### src/rtl/lvp_defines.svh
// constants for the low-voltage converter and board power control block
`ifndef LVP_DEFINES_SVH
`define LVP_DEFINES_SVH

// command codes
`define LVP_CODE_CTRL_BYTE   16'h8000
`define LVP_CODE_RESULT      16'h8004
`define LVP_CODE_POWER_EN    16'h8010
`define LVP_CODE_POWER_STATE 16'h8018
`define LVP_CODE_SELECT      16'h8020
`define LVP_CODE_SELECT_RB   16'h8024

// control byte field positions
`define LVP_CB_START      7
`define LVP_CB_CHAN_MSB   6
`define LVP_CB_CHAN_LSB   4
`define LVP_CB_RANGE      3
`define LVP_CB_BIPOLAR    2
`define LVP_CB_PMODE_MSB  1
`define LVP_CB_PMODE_LSB  0

// power mask layout
`define LVP_PWR_TRIGGER_BIT 7

// widths and reset values
`define LVP_NUM_CONV      7
`define LVP_CTRL_BITS     8
`define LVP_RESULT_BITS   16
`define LVP_POWER_RESET   8'h00
`define LVP_SELECT_RESET  3'h0

// timing
`define LVP_CLK_NS        4
`define LVP_SCLK_HALF_NS  20
`define LVP_CONV_NS       4000
`define LVP_SCLK_HALF_CYC ((`LVP_SCLK_HALF_NS + `LVP_CLK_NS - 1) / `LVP_CLK_NS)
`define LVP_CONV_CYC      ((`LVP_CONV_NS + `LVP_CLK_NS - 1) / `LVP_CLK_NS)

`endif

### src/rtl/lvp_pkg.sv
// types shared by the converter control block
package lvp_pkg;

  // serial engine sequence, one-hot
  typedef enum logic [3:0]
  {
    LVP_IDLE = 4'b0001,
    LVP_SEND = 4'b0010,
    LVP_CONV = 4'b0100,
    LVP_RECV = 4'b1000
  } lvp_seq_e;

  typedef logic [15:0] lvp_word_t;

endpackage

### src/rtl/lvp_serial_if.sv
// link between the command decoder and the converter serial engine
`timescale 1ns/10ps
interface lvp_serial_if;
  logic        start;    // one-cycle request to send a control byte
  logic [7:0]  ctrlByte; // byte to send, held with start
  logic        busy;     // engine running a transfer
  logic        done;     // one-cycle pulse, result valid
  logic [15:0] result;   // word shifted back from the converter
  logic        sclk;     // serial clock to the converters
  logic        din;      // serial data to the converters
  logic        sdo;      // synchronised serial data from the selected converter

  modport ctrl (output start, output ctrlByte, output sdo,
                input busy, input done, input result, input sclk, input din);
  modport engine (input start, input ctrlByte, input sdo,
                  output busy, output done, output result, output sclk, output din);
endinterface

### src/rtl/lvp_adc_serial.sv
// serial engine: sends the control byte and shifts back the conversion word
`timescale 1ns/10ps
`include "lvp_defines.svh"
module lvp_adc_serial
#(
  parameter int HALF_CYC = `LVP_SCLK_HALF_CYC,
  parameter int CONV_CYC = `LVP_CONV_CYC
)
(
  input  wire logic   mclk,
  input  wire logic   rst_n,
  lvp_serial_if.engine link
);
  import lvp_pkg::*;

  lvp_seq_e    seq;        // sequence state
  logic [15:0] phaseCnt;   // cycles within a half serial clock
  logic [4:0]  bitCnt;     // bits done in this phase
  logic [15:0] convCnt;    // conversion wait
  logic        sclkQ;      // serial clock flop
  logic        halfTick;   // half period elapsed
  logic        riseEdge;   // serial clock about to rise
  logic        fallEdge;   // serial clock about to fall
  logic [7:0]  shiftOut;   // outgoing control byte
  logic [15:0] shiftIn;    // incoming result

  // edge strobes, only while clocking
  always_comb
  begin
    halfTick = (seq == LVP_SEND || seq == LVP_RECV) && (phaseCnt == 16'(HALF_CYC - 1));
    riseEdge = halfTick && !sclkQ;
    fallEdge = halfTick && sclkQ;
  end

  // sequencer and serial clock
  always_ff @(posedge mclk or negedge rst_n)
  begin
    if (!rst_n)
    begin
      seq      <= LVP_IDLE;
      phaseCnt <= 16'h0000;
      bitCnt   <= 5'h00;
      convCnt  <= 16'h0000;
      sclkQ    <= 1'b0;
    end
    else
    begin
      unique case (seq)
        LVP_IDLE:
        begin
          phaseCnt <= 16'h0000;
          bitCnt   <= 5'h00;
          sclkQ    <= 1'b0;
          if (link.start)
            seq <= LVP_SEND;
        end
        LVP_SEND:
        begin
          phaseCnt <= halfTick ? 16'h0000 : phaseCnt + 16'h0001;
          if (halfTick)
            sclkQ <= ~sclkQ;
          if (fallEdge)
          begin
            // last falling edge of the byte ends the send phase
            if (bitCnt == 5'(`LVP_CTRL_BITS - 1))
            begin
              seq     <= LVP_CONV;
              bitCnt  <= 5'h00;
              convCnt <= 16'h0000;
            end
            else
              bitCnt <= bitCnt + 5'h01;
          end
        end
        LVP_CONV:
        begin
          // wait out the conversion with the serial clock low
          convCnt <= convCnt + 16'h0001;
          if (convCnt == 16'(CONV_CYC - 1))
          begin
            seq      <= LVP_RECV;
            phaseCnt <= 16'h0000;
          end
        end
        LVP_RECV:
        begin
          phaseCnt <= halfTick ? 16'h0000 : phaseCnt + 16'h0001;
          if (halfTick)
            sclkQ <= ~sclkQ;
          if (fallEdge)
          begin
            if (bitCnt == 5'(`LVP_RESULT_BITS - 1))
              seq <= LVP_IDLE;
            else
              bitCnt <= bitCnt + 5'h01;
          end
        end
      endcase
    end
  end

  // shift registers, data line and result
  always_ff @(posedge mclk or negedge rst_n)
  begin
    if (!rst_n)
    begin
      shiftOut    <= 8'h00;
      shiftIn     <= 16'h0000;
      link.din    <= 1'b0;
      link.result <= 16'h0000;
      link.done   <= 1'b0;
    end
    else
    begin
      link.done <= 1'b0;
      if (seq == LVP_IDLE && link.start)
      begin
        // msb first, first bit presented before the first rising edge
        shiftOut <= {link.ctrlByte[6:0], 1'b0};
        link.din <= link.ctrlByte[7];
      end
      else if (seq == LVP_SEND && fallEdge)
      begin
        link.din <= shiftOut[7];
        shiftOut <= {shiftOut[6:0], 1'b0};
      end
      else if (seq == LVP_CONV)
        link.din <= 1'b0;
      // sample on rising edge of the serial clock
      if (seq == LVP_RECV && riseEdge)
        shiftIn <= {shiftIn[14:0], link.sdo};
      if (seq == LVP_RECV && fallEdge && bitCnt == 5'(`LVP_RESULT_BITS - 1))
      begin
        link.result <= shiftIn;
        link.done   <= 1'b1;
      end
    end
  end

  assign link.sclk = sclkQ;
  assign link.busy = (seq != LVP_IDLE);

endmodule

### src/rtl/lvp_adc_power_control.sv
// command-decoded converter control and board power switching
`timescale 1ns/10ps
`include "lvp_defines.svh"
// Contract
// - write 8000 sends control byte to converter
// - write 8010 loads board power mask
// - read 8018 returns board power state
// - write 8020 selects converter zero to six
// - read 8024 returns selected converter index
module lvp_adc_power_control
#(
  parameter int NUM_CONV = `LVP_NUM_CONV,
  parameter int HALF_CYC = `LVP_SCLK_HALF_CYC,
  parameter int CONV_CYC = `LVP_CONV_CYC
)
(
  input  wire logic              mclk,
  input  wire logic              rst_n,
  // host command bus
  input  wire logic              cmdStrobe,
  input  wire logic              cmdWrite,
  input  wire logic [15:0]       cmdCode,
  input  wire lvp_pkg::lvp_word_t cmdWdata,
  output logic                   cmdAck,
  output lvp_pkg::lvp_word_t     cmdRdata,
  // converter serial link
  output logic                   adcSclk,
  output logic                   adcDin,
  output logic [NUM_CONV-1:0]    adcCs_n,
  input  wire logic [NUM_CONV-1:0] adcDout,
  // board supply switches
  output logic [7:0]             boardPowerOn
);
  import lvp_pkg::*;

  // request, status and serial lines shared with the engine
  lvp_serial_if link ();

  // registers the host writes and reads back
  logic [7:0]          powerMask;              // board supply enables
  logic [2:0]          convSelect;             // converter addressed by sends and reads

  // converter data path
  logic [2:0]          activeSel;              // converter of the transfer in flight
  logic [NUM_CONV-1:0] doutMeta;               // first synchroniser stage
  logic [NUM_CONV-1:0] doutSync;               // second synchroniser stage
  lvp_word_t           results [NUM_CONV];     // last result per converter

  // command decode helpers
  logic                isWrite;                // write strobe this cycle
  logic                isRead;                 // read strobe this cycle
  logic                sendReq;                // control byte accepted
  lvp_word_t           next_rdata;             // read mux

  // one strobe per command, split by direction
  assign isWrite = cmdStrobe && cmdWrite;
  assign isRead  = cmdStrobe && !cmdWrite;
  // a send while a transfer is running is dropped; the host still gets its
  // ack and must wait for the select lines to go high before sending again
  assign sendReq = isWrite && (cmdCode == `LVP_CODE_CTRL_BYTE) && !link.busy;

  // two-flop synchroniser on the converter data pins; the pins move on the
  // converters' own timing, so only the second stage feeds the engine mux
  always_ff @(posedge mclk or negedge rst_n)
  begin
    if (!rst_n)
    begin
      doutMeta <= '0;
      doutSync <= '0;
    end
    else
    begin
      // shift the pins through both stages
      doutMeta <= adcDout;
      doutSync <= doutMeta;
    end
  end

  // power mask register: bit 7 switches the trigger board supply, bits 6 to 0
  // the front-end boards; writes to any other code leave the supplies alone
  always_ff @(posedge mclk or negedge rst_n)
  begin
    if (!rst_n)
      powerMask <= `LVP_POWER_RESET;
    else if (isWrite && cmdCode == `LVP_CODE_POWER_EN)
      powerMask <= cmdWdata[7:0];
  end

  // converter select register; the host keeps to 0 to 6, a stored 7 is read
  // back as written but addresses no converter
  always_ff @(posedge mclk or negedge rst_n)
  begin
    if (!rst_n)
      convSelect <= `LVP_SELECT_RESET;
    else if (isWrite && cmdCode == `LVP_CODE_SELECT)
      convSelect <= cmdWdata[2:0];
  end

  // latch the target when a send starts so a reselect cannot split a transfer;
  // the result store and the data mux both follow this copy
  always_ff @(posedge mclk or negedge rst_n)
  begin
    if (!rst_n)
      activeSel <= `LVP_SELECT_RESET;
    else if (sendReq)
      activeSel <= convSelect;
  end

  // per-converter result store; each slot keeps its last word until the next
  // transfer to the same converter, so reselecting shows an older result
  // one slot per converter
  generate
    for (genvar i = 0; i < NUM_CONV; i++)
    begin : gResult
      always_ff @(posedge mclk or negedge rst_n)
      begin
        if (!rst_n)
          results[i] <= 16'h0000;
        // store the finished word in the slot of its converter
        else if (link.done && activeSel == 3'(i))
          results[i] <= link.result;
      end
    end
  endgenerate

  // chip select follows the latched target only while the engine runs; it
  // rises one cycle after the last falling serial clock edge
  always_ff @(posedge mclk or negedge rst_n)
  begin
    if (!rst_n)
      adcCs_n <= '1;
    else
    begin
      for (int i = 0; i < NUM_CONV; i++)
      begin
        // new transfer: only the chosen line goes low
        if (sendReq)
          adcCs_n[i] <= !(convSelect == 3'(i));
        // engine idle again: release every line
        else if (!link.busy)
          adcCs_n[i] <= 1'b1;
      end
    end
  end

  // request to the serial engine and data from the chosen converter; the
  // control byte is forwarded as the host formatted it, no field is checked
  always_comb
  begin
    // start and byte go out in the accept cycle
    link.start    = sendReq;
    link.ctrlByte = cmdWdata[7:0];
    link.sdo      = 1'b0;
    for (int i = 0; i < NUM_CONV; i++)
    begin
      if (activeSel == 3'(i))
        link.sdo = doutSync[i];
    end
  end

  // serial engine; the data in is sampled two cycles late through the
  // synchroniser, so a half serial clock shorter than three cycles would
  // take each result bit from the previous bit time
  lvp_adc_serial #(
    .HALF_CYC (HALF_CYC),
    .CONV_CYC (CONV_CYC)
  ) uSerial (
    .mclk  (mclk),
    .rst_n (rst_n),
    .link  (link)
  );

  // read data mux, unmapped codes read as zero; the write-only codes fall
  // into the default branch as well
  always_comb
  begin
    next_rdata = 16'h0000;
    unique case (cmdCode)
      `LVP_CODE_RESULT:
      begin
        // select above range reads zero
        for (int i = 0; i < NUM_CONV; i++)
        begin
          if (convSelect == 3'(i))
            next_rdata = results[i];
        end
      end
      // power state reads back the mask
      `LVP_CODE_POWER_STATE: next_rdata = {8'h00, powerMask};
      // selected index, zero-extended
      `LVP_CODE_SELECT_RB:   next_rdata = {13'h0, convSelect};
      default:               next_rdata = 16'h0000;
    endcase
  end

  // answer one cycle after every strobe, mapped or not; read data is only
  // refreshed on reads so it holds until the next read
  always_ff @(posedge mclk or negedge rst_n)
  begin
    if (!rst_n)
    begin
      // quiet bus out of reset
      cmdAck   <= 1'b0;
      cmdRdata <= 16'h0000;
    end
    else
    begin
      // one ack pulse per strobe
      cmdAck <= cmdStrobe;
      // reads alone refresh the data
      if (isRead)
        cmdRdata <= next_rdata;
    end
  end

  // outputs taken straight from flops
  assign boardPowerOn = powerMask;
  // serial lines come straight from the engine flops
  assign adcSclk      = link.sclk;
  assign adcDin       = link.din;

endmodule

### config.mk
export PLATFORM = sky130hd
export DESIGN_NAME = lvp_adc_power_control
export DESIGN_NICKNAME = d
export VERILOG_FILES = /design/src/rtl/lvp_pkg.sv /design/src/rtl/lvp_serial_if.sv /design/src/rtl/lvp_adc_serial.sv /design/src/rtl/lvp_adc_power_control.sv
export VERILOG_INCLUDE_DIRS = /design/src /design/src/rtl
export SDC_FILE = /design/constraint.sdc
export NUM_CORES = 1
export LEC_CHECK = 0
export BUFFER_PORTS_ARGS = -buffer_cell sky130_fd_sc_hd__buf_2
export CAP_MARGIN = 20
export CORE_ASPECT_RATIO = 1.2
export CORE_UTILIZATION = 45
export DETAILED_ROUTE_END_ITERATION = 8
export HOLD_SLACK_MARGIN = 0.12
export PLACE_DENSITY = 0.6
export SYNTH_ARGS = -nofsm -noshare
export SYNTH_HDL_FRONTEND = slang
export SYNTH_SLANG_ARGS = --single-unit
### constraint.sdc
create_clock -name mclk -period 2.55 [get_ports mclk]
set_clock_uncertainty 0.05 [all_clocks]
set_input_delay 0.1275 -clock mclk [delete_from_list [all_inputs] [get_ports mclk]]
set_output_delay 0.1275 -clock mclk [all_outputs]
set_load 0.03 [all_outputs]
# ---- Yosys cells after proc, flatten, opt, wreduce, memory -nomap -nowiden
# Cells that the tools add are included.
dict set report totals {
  out_inout_bits 34
  register_bits 248
  in_bits 43
  word_cells 158
}
dict set report classes {
  eq_ne 36
  add_sub_neg 3
  n_bitwise 1
  reduce_logical 44
  mux 49
}
# cell n
set op_table {}
lappend op_table {{$mux W16} 11}
lappend op_table {{$eq A16 B16 Y1 const B} 6}
lappend op_table {{$pmux W16 S3} 2}
lappend op_table {{$add A16 B1 Y16 const B} 2}
lappend op_table {{$pmux W16 S2} 1}
lappend op_table {{$mux W4} 6}
lappend op_table {{$logic_and A1 B1 Y1} 21}
lappend op_table {{$mux W1} 20}
lappend op_table {{$mux W5} 4}
lappend op_table {{$eq A3 B3 Y1 const B} 6}
lappend op_table {{$eq A16 B10 Y1 const B} 1}
lappend op_table {{$eq A16 B3 Y1 const B} 1}
lappend op_table {{$mux W8} 2}
lappend op_table {{$pmux W4 S4} 1}
lappend op_table {{$pmux W5 S3} 1}
lappend op_table {{$eq A3 B2 Y1 const B} 4}
lappend op_table {{$ne A2 B1 Y1 const B} 6}
lappend op_table {{$logic_not A1 Y1} 10}
lappend op_table {{$eq A3 B1 Y1 const B} 2}
lappend op_table {{$logic_not A3 Y1} 2}
lappend op_table {{$ne A2 B2 Y1 const B} 3}
lappend op_table {{$reduce_and A6 Y1} 1}
lappend op_table {{$reduce_bool A2 Y1} 3}
lappend op_table {{$reduce_bool A3 Y1} 2}
lappend op_table {{15 further kinds} 15}

# ---- Depth between registers and ports, before layout
# Gate-level depths: netlist of run 1.
dict set report logic_depth {
  word_depth 9
  ltp_mapped 9
  mapped_depth_nobuf 7
}

# ---- Hierarchy
# From an unflattened synthesis of run 1, not the netlist that was laid out.
dict set report hier_totals {
  cells_unflattened 920
  hier_area_um2 11280.8
}
# mod seq_area_each_um2 n_inst cells_each area_per_inst_um2
set by_module_without_submodules {}
lappend by_module_without_submodules {lvp_adc_power_control 4112.7 1 547 7252.0}
lappend by_module_without_submodules {lvp_adc_serial 2078.2 1 373 4028.9}

# ---- Worst setup path before layout of run 1
# OpenSTA, ideal clock, no wires.
dict set report synth_path {
  path_type {register to register}
  from {register uSerial.sclkQ, in the netlist uSerial.link.sclk}
  to {register uSerial.link.result[10]}
  stages_incl_launch_ff 7
  setup_slack_ps 455
  required_time_ps 2375
  setup_time_ps 125
  t_arrival_ps 1921
  synth_period_minus_slack_ps 2095
  path_buffers 2
  cell_sequence {dfrtp_1 -> nor4b_1 -> and4_1 -> nor2b_1 -> buf_2 -> buf_2 -> mux2_2}
}
dict set report synth_between {
  elab_chain_cells 3
}
# item line_no
set synth_lines {}
lappend synth_lines {{from (decl)} lvp_adc_serial.sv:20} ;# logic sclkQ;
lappend synth_lines {{from (signal assigned)} lvp_adc_serial.sv:61} ;# sclkQ <= ~sclkQ;
lappend synth_lines {{from (signal assigned)} lvp_adc_serial.sv:89} ;# sclkQ <= ~sclkQ;
lappend synth_lines {{$logic_and A1 B1 Y1} lvp_adc_serial.sv:32} ;# fallEdge = halfTick && sclkQ;
lappend synth_lines {{$logic_and A1 B1 Y1 (2 in a row)} lvp_adc_serial.sv:132} ;# if (seq == LVP_RECV && fallEdge && bitCnt == 5'(`LVP_RESULT_BITS - 1))
lappend synth_lines {{to (signal assigned)} lvp_adc_serial.sv:134} ;# link.result <= shiftIn;
lappend synth_lines {{to (decl)} lvp_serial_if.sv:16} ;# output busy, output done, output result, output sclk, output din);
# Every way passes these cells.
# A chain may end at the register's enable or synchronous reset.

# ---- Final worst setup path of run 1
dict set report layout_path {
  from {register uSerial.phaseCnt[0]}
  to {register uSerial.bitCnt[3]}
}
dict set report layout_between {
  elab_chain_cells 5
  word_cells_on_any_way 6
  classes_between {eq/ne: 3; reduce/logical: 3}
}
# item line_no
set layout_lines {}
lappend layout_lines {{from (decl)} lvp_adc_serial.sv:17} ;# logic [15:0] phaseCnt;
lappend layout_lines {{from (signal assigned)} lvp_adc_serial.sv:59} ;# phaseCnt <= halfTick ? 16'h0000 : phaseCnt + 16'h0001;
lappend layout_lines {{from (signal assigned)} lvp_adc_serial.sv:87} ;# phaseCnt <= halfTick ? 16'h0000 : phaseCnt + 16'h0001;
lappend layout_lines {{$eq A16 B3 Y1 *} lvp_adc_serial.sv:30} ;# halfTick = (seq == LVP_SEND || seq == LVP_RECV) && (phaseCnt == 16'(HALF_CYC - 1));
lappend layout_lines {{$logic_and A1 B1 Y1 *} lvp_adc_serial.sv:30}
lappend layout_lines {{$logic_and A1 B1 Y1 *} lvp_adc_serial.sv:32}
lappend layout_lines {{$ne A2 B1 Y1 (no line)} -}
lappend layout_lines {{$reduce_and A4 Y1 (no line) *} -}
lappend layout_lines {{to (signal assigned)} lvp_adc_serial.sv:72} ;# bitCnt <= bitCnt + 5'h01;
lappend layout_lines {{to (signal assigned)} lvp_adc_serial.sv:95} ;# bitCnt <= bitCnt + 5'h01;
lappend layout_lines {{to (decl)} lvp_adc_serial.sv:18} ;# logic [4:0] bitCnt;
# Every way passes the cells marked *; elsewhere a longest branch is shown, timed or not.

==> flow_summary.ini, run 1 <==
[run_status]
outcome = complete, no violations

[floorplanning]
start_util_pct = 45.8
num_rows = 63
dieArea_um2 = 25800
num_io_pins = 77
die_width_um = 147
core-area_um2 = 24700
die_h_um = 176

[synthesis]
async_reset_ff_share_pct = 100
synth_xor_area_share_pct = 0.310
ys_seq_elements = 247
syn_inst = 942
syn_nets = 990
synth_top_family_by_area = multiplexers
ys_seq_area_share_pct = 54.8
synth_mux_area_share_pct = 18.6
yosys.area_share.simple_pct = 12.3
synth_edf_count = 0
synth_flop_cell = dfrtp_1
ys_warn_count = 0
syn_area_um2 = 11300
syn_avg_cell_area_um2 = 12.0
synthAdderAreaFrac_pct = 0.553
ys_types = 67
synth_compound_area_share_pct = 11.2

[placement]
routabilityCongestion = 0.812
dp_cells = 1332
place_ws_ns = 0.142
post-dp-hpwl_um = 18900
portBuffers = 68

[critical_path]
startpoint_type = flip-flop
worstPathArrival_ns = 2.70
path_class = flip-flop to flip-flop
cp-end-kind = flip-flop
cp_max_fo = 9
crit_required_ns = 2.92

[run]
maxCapViolCount = 0

[timing]
fmax_mhz = 429
relSlewSlack_pct = 54.9
setup-tns-final_ns = 0
fin_crit_ns = 2.33
rsz0062_at_grt = false
slew_violations = 0
finalHoldViolCount = 0
fin_crit_sh_pct = 91.4
setup_viol = 0
worstMarginPinSlew_ns = 0.677
setup_ws_ns = 0.220

[clock_tree]
post-cts-setup-buffers = 0
cts_buffers = 28
htree_num_levels = 1
cts-root-buf = clkbuf_16
cts_num_sinks = 247
cts.reportedPaths.clkPinSlew_ns = 0.06
cts_buffer_depth = 3
clkLatencyLatePin_ns = 0.55
cts_tree = yes

[finish]
layout-drive-gt1-share_pct = 33.3
area_delta_synth_final_pct = 20.6
layout.cells.most_common_list = dfrtp_1, mux2_2, nand2_1, buf_2, nor2_1
diodes = 0
fin_nets = 1113
fin_cells = 1412
final_common_cell = dfrtp_1

[detailed_routing]
drt_iter0_drc = 413
route.detailed.drc = 0
wl_per_cell_um = 19.8
antenna_left = 0
vias_per_cell = 5.64
finalWirelength_um = 28000
vias = 7958
drtPass1Iterations = 5

[pwr]
peakVddDrop_mv = 0.565
p_leak_uw = 0.00631
p_per_area_nw_per_um2 = 636

[global_routing]
grt_max_degree = 71
grt_pass1_vias = 8188
grt_pass1_wl_um = 45500
antenna_found_initial = 0
grt.total_usage_pct = 22.5
grt_overflow = 0

[hold_path]
min-delay-path-class = input pin to asynchronous set/reset pin
-- layout make-up --
type	count	area, um2
inverter	8	30.0
fill	2083	11000
clock buffer	41	850
sequential	247	6190
tap	325	407
multi-input combinational	635	4880
timing repair buffer	145	1050
clock inverter	11	225
-- state kept, by name, indices dropped and copies added (netlist names), 3 cells and up --
| name | count |
|---|---|
| uSerial.seq | 4 |
| results | 112 |
| cmdRdata | 16 |
| boardPowerOn | 8 |
| doutMeta | 7 |
| uSerial.shiftOut | 7 |
| activeSel | 3 |
| uSerial.link.result | 16 |
| adcCs_n | 7 |
| uSerial.bitCnt | 5 |
| uSerial.shiftIn | 16 |
| doutSync | 7 |
| convSelect | 3 |
| uSerial.convCnt | 16 |
| uSerial.phaseCnt | 16 |
-- Yosys cell counts, drive strengths merged, types with 16 or more instances --
library cell    n  area share (%)
a21oi          41             1.9
a22o           18             1.4
buf            21             1.0
clkbuf         31             1.0
dfrtp         239              53
mux2          158              16
mux2i          25             2.2
nand2          67             2.2
nand3          16            0.71
nor2           59             2.0
nor3           17            0.93
o21ai          57             2.5
or3            22             1.2
-- worst paths after layout --
check	startpoint	endpoint	slack [ns]	depth (start not counted)
hold reg to reg	doutMeta[3]	doutSync[3]	0.30	0
max in group asynchronous	rst_n	uSerial.seq[0]	1.56	3
setup reg to reg	uSerial.phaseCnt[0]	uSerial.bitCnt[3]	0.22	9
setup / recovery	uSerial.phaseCnt[0]	uSerial.bitCnt[3]	0.22	9
hold / removal	rst_n	uSerial.convCnt[9]	0.11	2
min in group mclk	adcDout[1]	doutMeta[1]	0.20	2
-- repair_timing --
action	CTS	global route
hold endpoints to repair	272	0
resized for setup	0	3
endpoints found under the setup margin	0	12
hold buffers	28	0
-- power by group --
| group | internal [uW] | switching [uW] | total [uW] | leakage [uW] |
|---|---|---|---|---|
| Combinational | 62.4 | 114 | 177 | 0.00245 |
| Sequential | 3930 | 3.22 | 3940 | 0.00334 |
| Clock | 2920 | 1650 | 4560 | 0.000526 |
| Total | 6910 | 1760 | 8680 | 0.00631 |
-- per-layer routing --
| layer | vias to the layer above | part of all wire, % | GRT usage, % |
|---|---|---|---|
| met5 | - | 0 | 0 |
| met4 | 0 | 2.7 | 6.94 |
| met3 | 50 | 3.5 | 2.91 |
| met2 | 151 | 49 | 38.7 |
| met1 | 4023 | 44 | 29.5 |
| li1 | 3734 | - | - |
-- kinds of logic after synthesis --
| kind of cell | count (synthesis) |
|---|---|
| buffers and inverters | 60 |
| DFF | 247 |
| AOI/OAI and AO/OA | 186 |
| muxes | 186 |
| xor gates and xnor gates | 4 |
| adders and majority gates | 5 |
| and+or+nand+nor | 254 |
-- through the flow --
step           power, uW  hold WS (ns)  util (%)  cell area [um2]
4_1_cts             8760         0.125      55.2            13600
5_1_grt             8950         0.150      55.3            13600
3_3_place_gp        4160        0.0923      49.7            12300
2_1_floorplan       4020        -0.218         -            11300
6_report            8680         0.106      55.3            13600
3_5_place_dp        4160        0.0851      49.7            12300
-- worst max-delay path: stages, from the launching register on --
cell	delay, ns
dfrtp_1	0.42
inv_1	0.10
ha_1	0.18
nor4b_2	0.23
and4_1	0.30
buf_4	0.20
nor2_1	0.09
buf_4	0.18
a211o_1	0.26
a22o_1	0.22
(Power assumes the default switching activity.)
==> run 2: changes to the inputs <==
- MAX_ROUTING_LAYER: unset -> met4
==> run 2 against run 1 <==
Compared with the run above:
- clock power is essentially flat
- final cell count stayed put
- power barely moved
- first-iteration DRC count down 4.6%
- routed wire length hardly changed
- via count rose by 0.28%
- setup slack better by 0.0039 ns
- core utilization unchanged
- fmax is 0.17% higher
- non-clock buffer count stayed put
- cell area unchanged
==> flow_summary.ini, run 2 (synthesized netlist as in run 1, its figures left out) <==
[run_status]
outcome = complete, no violations

[detailed_routing]
route.detailed.drc = 0
finalWirelength_um = 27900
vias = 7980
drtPass1Iterations = 5
drt_iter0_drc = 394
antenna_left = 0
wl_per_cell_um = 19.8
vias_per_cell = 5.65

[finish]
layout-drive-gt1-share_pct = 33.3
final_common_cell = dfrtp_1
nFillCells = 2083
diodes = 0
layout.cells.most_common_list = dfrtp_1, mux2_2, nand2_1, buf_2, nor2_1
largest_reg_flops = 112
fin_nets = 1113
area_delta_synth_final_pct = 20.6
regMostFlops = results

[timing]
relSlewSlack_pct = 56.2
setup-tns-final_ns = 0
worstMarginPinSlew_ns = 0.657
setup_viol = 0
slew_violations = 0
setup_ws_ns = 0.224
fin_crit_ns = 2.33
rsz0062_at_grt = false
finalHoldViolCount = 0
fmax_mhz = 430
fin_crit_sh_pct = 91.2

[global_routing]
grt_pass1_wl_um = 45600
grt_overflow = 0
grt.total_usage_pct = 23.2
grt_pass1_vias = 8190
antenna_found_initial = 0
grt_max_degree = 71

[clock_tree]
cts_num_sinks = 247
cts-root-buf = clkbuf_16
cts_buffers = 28
htree_num_levels = 1
clkLatencyLatePin_ns = 0.54
cts.reportedPaths.clkPinSlew_ns = 0.06
cts_buffer_depth = 3
cts_tree = yes

[critical_path]
r2r_start = uSerial.phaseCnt[0]
cp-end-kind = flip-flop
path_class = flip-flop to flip-flop
worstPathArrival_ns = 2.70
cp_max_fo = 9
startpoint_type = flip-flop
crit_required_ns = 2.92
startpoint = uSerial.phaseCnt[0]

[hold_path]
min-delay-path-class = input pin to asynchronous set/reset pin

[run]
maxCapViolCount = 0

[pwr]
p_leak_uw = 0.00631
peakVddDrop_mv = 0.566
p_per_area_nw_per_um2 = 636
p_total_uw = 8680

[floorplanning]
die_h_um = 176
num_io_pins = 77
die_width_um = 147
core-area_um2 = 24700
dieArea_um2 = 25800
start_util_pct = 45.8
num_rows = 63

[placement]
routabilityCongestion = 0.824
post-dp-hpwl_um = 18900
portBuffers = 68
place_ws_ns = 0.142
-- run 2: path summary, 6_finish.rpt --
| check | slack [ns] | endpoint | cells after the start |
|---|---|---|---|
| max | 0.22 | uSerial.bitCnt[3] | 9 |
| min reg2reg | 0.30 | doutSync[3] | 0 |
| min in group mclk | 0.20 | doutMeta[1] | 2 |
| max in group asynchronous | 1.56 | uSerial.seq[0] | 3 |
| max reg2reg | 0.22 | uSerial.bitCnt[3] | 9 |
| min | 0.10 | uSerial.convCnt[9] | 2 |
-- run 2: cell type report --
type / instances / area [um2] / area share, %
timing repair buffer: 145 / 1050 / 7.69
tap: 325 / 407 / 2.98
clock inverter: 11 / 225 / 1.65
multi-input combinational: 635 / 4880 / 35.8
clock buffer: 41 / 850 / 6.23
sequential: 247 / 6190 / 45.4
inverter: 8 / 30.0 / 0.220
-- run 2: power breakdown --
group / total [uW] / switching, uW / internal, uW
Combinational: 176 / 114 / 62.4
Clock: 4560 / 1650 / 2920
Sequential: 3940 / 3.21 / 3930
-- run 2: per-stage QoR --
step                      cell area [um2]  utilization (%)  std cells  hold WS, ns
after floorplan                     11300                -        942       -0.218
after global routing                13600             55.3       1412        0.147
final                               13600             55.3       1412        0.100
after CTS                           13600             55.2       1412        0.125
after global placement              12300             49.7       1332       0.0923
after detailed placement            12300             49.7       1332       0.0851
-- run 2: critical path, stage by stage (launching register included) --
cell,delay (ns)
dfrtp_1,0.42
inv_1,0.10
ha_1,0.18
nor4b_2,0.23
and4_1,0.29
buf_4,0.20
nor2_1,0.09
buf_4,0.18
a211o_1,0.26
a22o_1,0.22
-- run 2: timing repair --
action,in CTS,in global routing
buffers inserted,0,0
setup endpoints to repair,0,13
resized for setup,0,3
endpoints found under the hold margin,272,0
hold buffers,28,0
-- run 2: per-layer routing --
metal	vias up	track usage, %	wire, um
li1	3739	-	-
met1	4013	29.7	12200
met2	177	38.5	13700
met3	51	2.91	1270
met4	0	6.94	771
met5	-	-	0
==> run 3: changes to the inputs <==
- ABC_AREA: unset -> 1
- BUFFER_PORTS_ARGS: -buffer_cell sky130_fd_sc_hd__buf_2 -> unset
- DONT_BUFFER_PORTS: unset -> 1
- PLACE_DENSITY: 0.6 -> 0.58
==> run 3 against run 2 <==
Compared with the run above:
- the run now ends with hold timing left
- first-iteration DRC count up 50%
- power down 8.7%
- core utilization down 2.2 points
- routed wire length down 1.6%
- sequential power about the same
- clock power down 14%
- final cell count up 30%
- die area up 2.5%
- fmax down 2.5%
- sequential share of layout area up 1.3 points
- setup slack worse by 0.059 ns
- non-clock buffer count down 80
- critical endpoint is now uSerial.shiftOut[1]
- highest routed layer unchanged
==> flow_summary.ini, run 3 <==
[run_status]
outcome = complete, but fails checks
violations = hold timing

[critical_path]
startpoint = cmdCode[14]
cp_max_fo = 9
crit_required_ns = 2.90
r2r_slack_ns = 0.23
r2r_cells = 9
cp-end-kind = flip-flop
endpoint = uSerial.shiftOut[1]
startpoint_type = input pin
worstPathArrival_ns = 2.74
r2r-end = uSerial.shiftOut[1]
r2r_start = uSerial.seq[1]
path_class = input pin to flip-flop

[timing]
fin_crit_sh_pct = 93.5
finalHoldViolCount = 247
fin_worst_hold_slack_ns = -0.751
worstMarginPinSlew_ns = 0.702
slew_violations = 0
setup_viol = 0
fmax_mhz = 419
setup-tns-final_ns = 0
fin_crit_ns = 2.38
relSlewSlack_pct = 52.8

[synthesis]
ys_types = 38
synth_edf_count = 0
synth_flop_cell = dfrtp_1
synth.area.top_cells = dfrtp_1, nand2_1, o21ai_0
synth_top_area_cell = dfrtp_1
syn_nets = 1492
syn_avg_cell_area_um2 = 8.02
syn_area_um2 = 11600
synthTopCellsByCount = nand2_1, dfrtp_1, o21ai_0
synth.top_cell.area_share_pct = 51.6
async_reset_ff_share_pct = 100
yosysMostFrequentCell = nand2_1
ys_warn_count = 0
ys_seq_elements = 247
syn_inst = 1444
ys_seq_area_share_pct = 53.4

[finish]
final_common_cell = nand2_1
regMostFlops = results
diodes = 0
largest_reg_flops = 112
layout.cells.most_common_list = nand2_1, dfrtp_1, o21ai_0, inv_1, nor2_1
area_delta_synth_final_pct = 14.4
fin_nets = 1535
layout-drive-gt1-share_pct = 8.23
fin_area_um2 = 13300

[placement]
portBuffers = 0
routabilityCongestion = 0.907
post-dp-hpwl_um = 18300
postPlaceCellArea_um2 = 11900

[global_routing]
grt_pass1_vias = 9029
antenna_found_initial = 0
grt_overflow = 0
grt_max_degree = 248
grt_pass1_wl_um = 46200
grt.total_usage_pct = 22.5

[pwr]
intPower_uw = 6340
p_sw_uw = 1580
clkPwrFrac_pct = 49.4
seq_power_share_pct = 49.7
peakVddDrop_mv = 0.614
p_leak_uw = 0.00622
sw_frac_of_total_pct = 20.0
p_per_area_nw_per_um2 = 598
comb_power_share_pct = 0.9
p_total_uw = 7920

[detailed_routing]
route.detailed.drc = 0
drtPass1Iterations = 5
route.met3.wl_um = 874
met1_length_um = 12100
finalWirelength_um = 27500
antenna_left = 0
vias_per_cell = 5.08
vias = 9297
wl_met2_um = 14000
routed.top_layer = met4
drt_iter0_drc = 592
wl_per_cell_um = 15.0

[floorplanning]
die_width_um = 148
die_h_um = 178
core-area_um2 = 25000
num_io_pins = 77
dieArea_um2 = 26400
num_rows = 63
start_util_pct = 46.4

[clock_tree]
cts_num_sinks = 247
cts-root-buf = clkbuf_16
cts_buffer_depth = 3
hold_buffers = 39
cts.reportedPaths.clkPinSlew_ns = 0.06
cts_buffers = 27
cts_tree = yes
clkLatencyLatePin_ns = 0.52
post-cts-setup-buffers = 0
htree_num_levels = 1

[hold_path]
min-delay-path-class = input pin to asynchronous set/reset pin

[run]
maxCapViolCount = 0
run 3: changes by cell type after synthesis, sizes merged, moves of 13 or more:
cell / delta
a21oi: -31
o31ai: -13
a22o: -18
nand2: +368
mux2: -158
o21ai: +140
nor2: +78
nand3: +80
inv: +152
mux2i: -25
or3: -22
nand4: +31
run 3: cell type report:
cell class                 instances  area (um2)
inverter                         163         612
fill                            2357       11700
sequential                       247        6190
tap                              325         407
timing repair buffer              65         586
clock inverter                     9         100
clock buffer                      39         801
multi-input combinational        983        4560
run 3: timing repair:
item                                    CTS  global route
hold endpoints to repair                291           247
gates resized for setup                   0             4
endpoints found under the setup margin    0             2
run 3: routing by layer:
layer	global-route usage (%)	up-vias
met2	39.3	147
met5	-	-
met3	2.49	38
met1	27.7	4396
met4	5.67	0
li1	-	4716
run 3: per-stage QoR:
step / std cells / setup slack (ns) / util (%)
finish: 1831 / 0.165 / 53.0
global placement: 1744 / 0.575 / 47.8
CTS: 1831 / 0.0921 / 53.0
detailed placement: 1744 / 0.533 / 47.8
floorplan: 1444 / 0.894 / -
global route: 1831 / -0.00145 / 53.0
run 3: kinds of logic (layout without fill, tap and decap cells):
family                   after synthesis  count (layout)  synth area share [%]
AO/OA/AOI/OAI                        220             220                  10.0
XOR/XNOR                              12              12                 0.907
flip-flops                           247             247                  53.4
buffers and inverters                214             276                  7.39
adder cells (fa/ha/maj)                5               5                 0.540
AND/OR/NAND/NOR                      746             746                  27.7
run 3: worst min-delay path by stage:
| stage | start | to | slack (ns) | cells after the start |
|---|---|---|---|---|
| 6_report | rst_n | cmdRdata[12] | -0.75 | 0 |
| 5_1_grt | rst_n | cmdRdata[12] | -0.78 | 0 |
| 4_1_cts | rst_n | cmdRdata[12] | -0.77 | 0 |
| 3_5_place_dp | rst_n | results[9] | -0.21 | 0 |
| 3_3_place_gp | rst_n | cmdRdata[12] | -0.21 | 0 |
| 2_1_floorplan | rst_n | activeSel[0] | -0.22 | 0 |
run 3: critical path, stage by stage:
cell,delay [ns]
dlygate4sd3_1,0.56
nor2_1,0.12
dlygate4sd3_1,0.56
nand2_1,0.08
nor2_4,0.17
nand3_1,0.11
nor2_2,0.19
nand2_4,0.12
nand3_1,0.10
o21ai_1,0.06
dlygate4sd3_1,0.55
run 3: power groups by stage:
stage	Combinational [uW]	Clock, uW	Sequential, uW
6_report	75.0	3910	3940
5_1_grt	82.1	4180	3940
4_1_cts	72.3	4010	3940
3_5_place_dp	29.0	0	4010
2_1_floorplan	22.2	0	4010
3_3_place_gp	28.8	0	4010
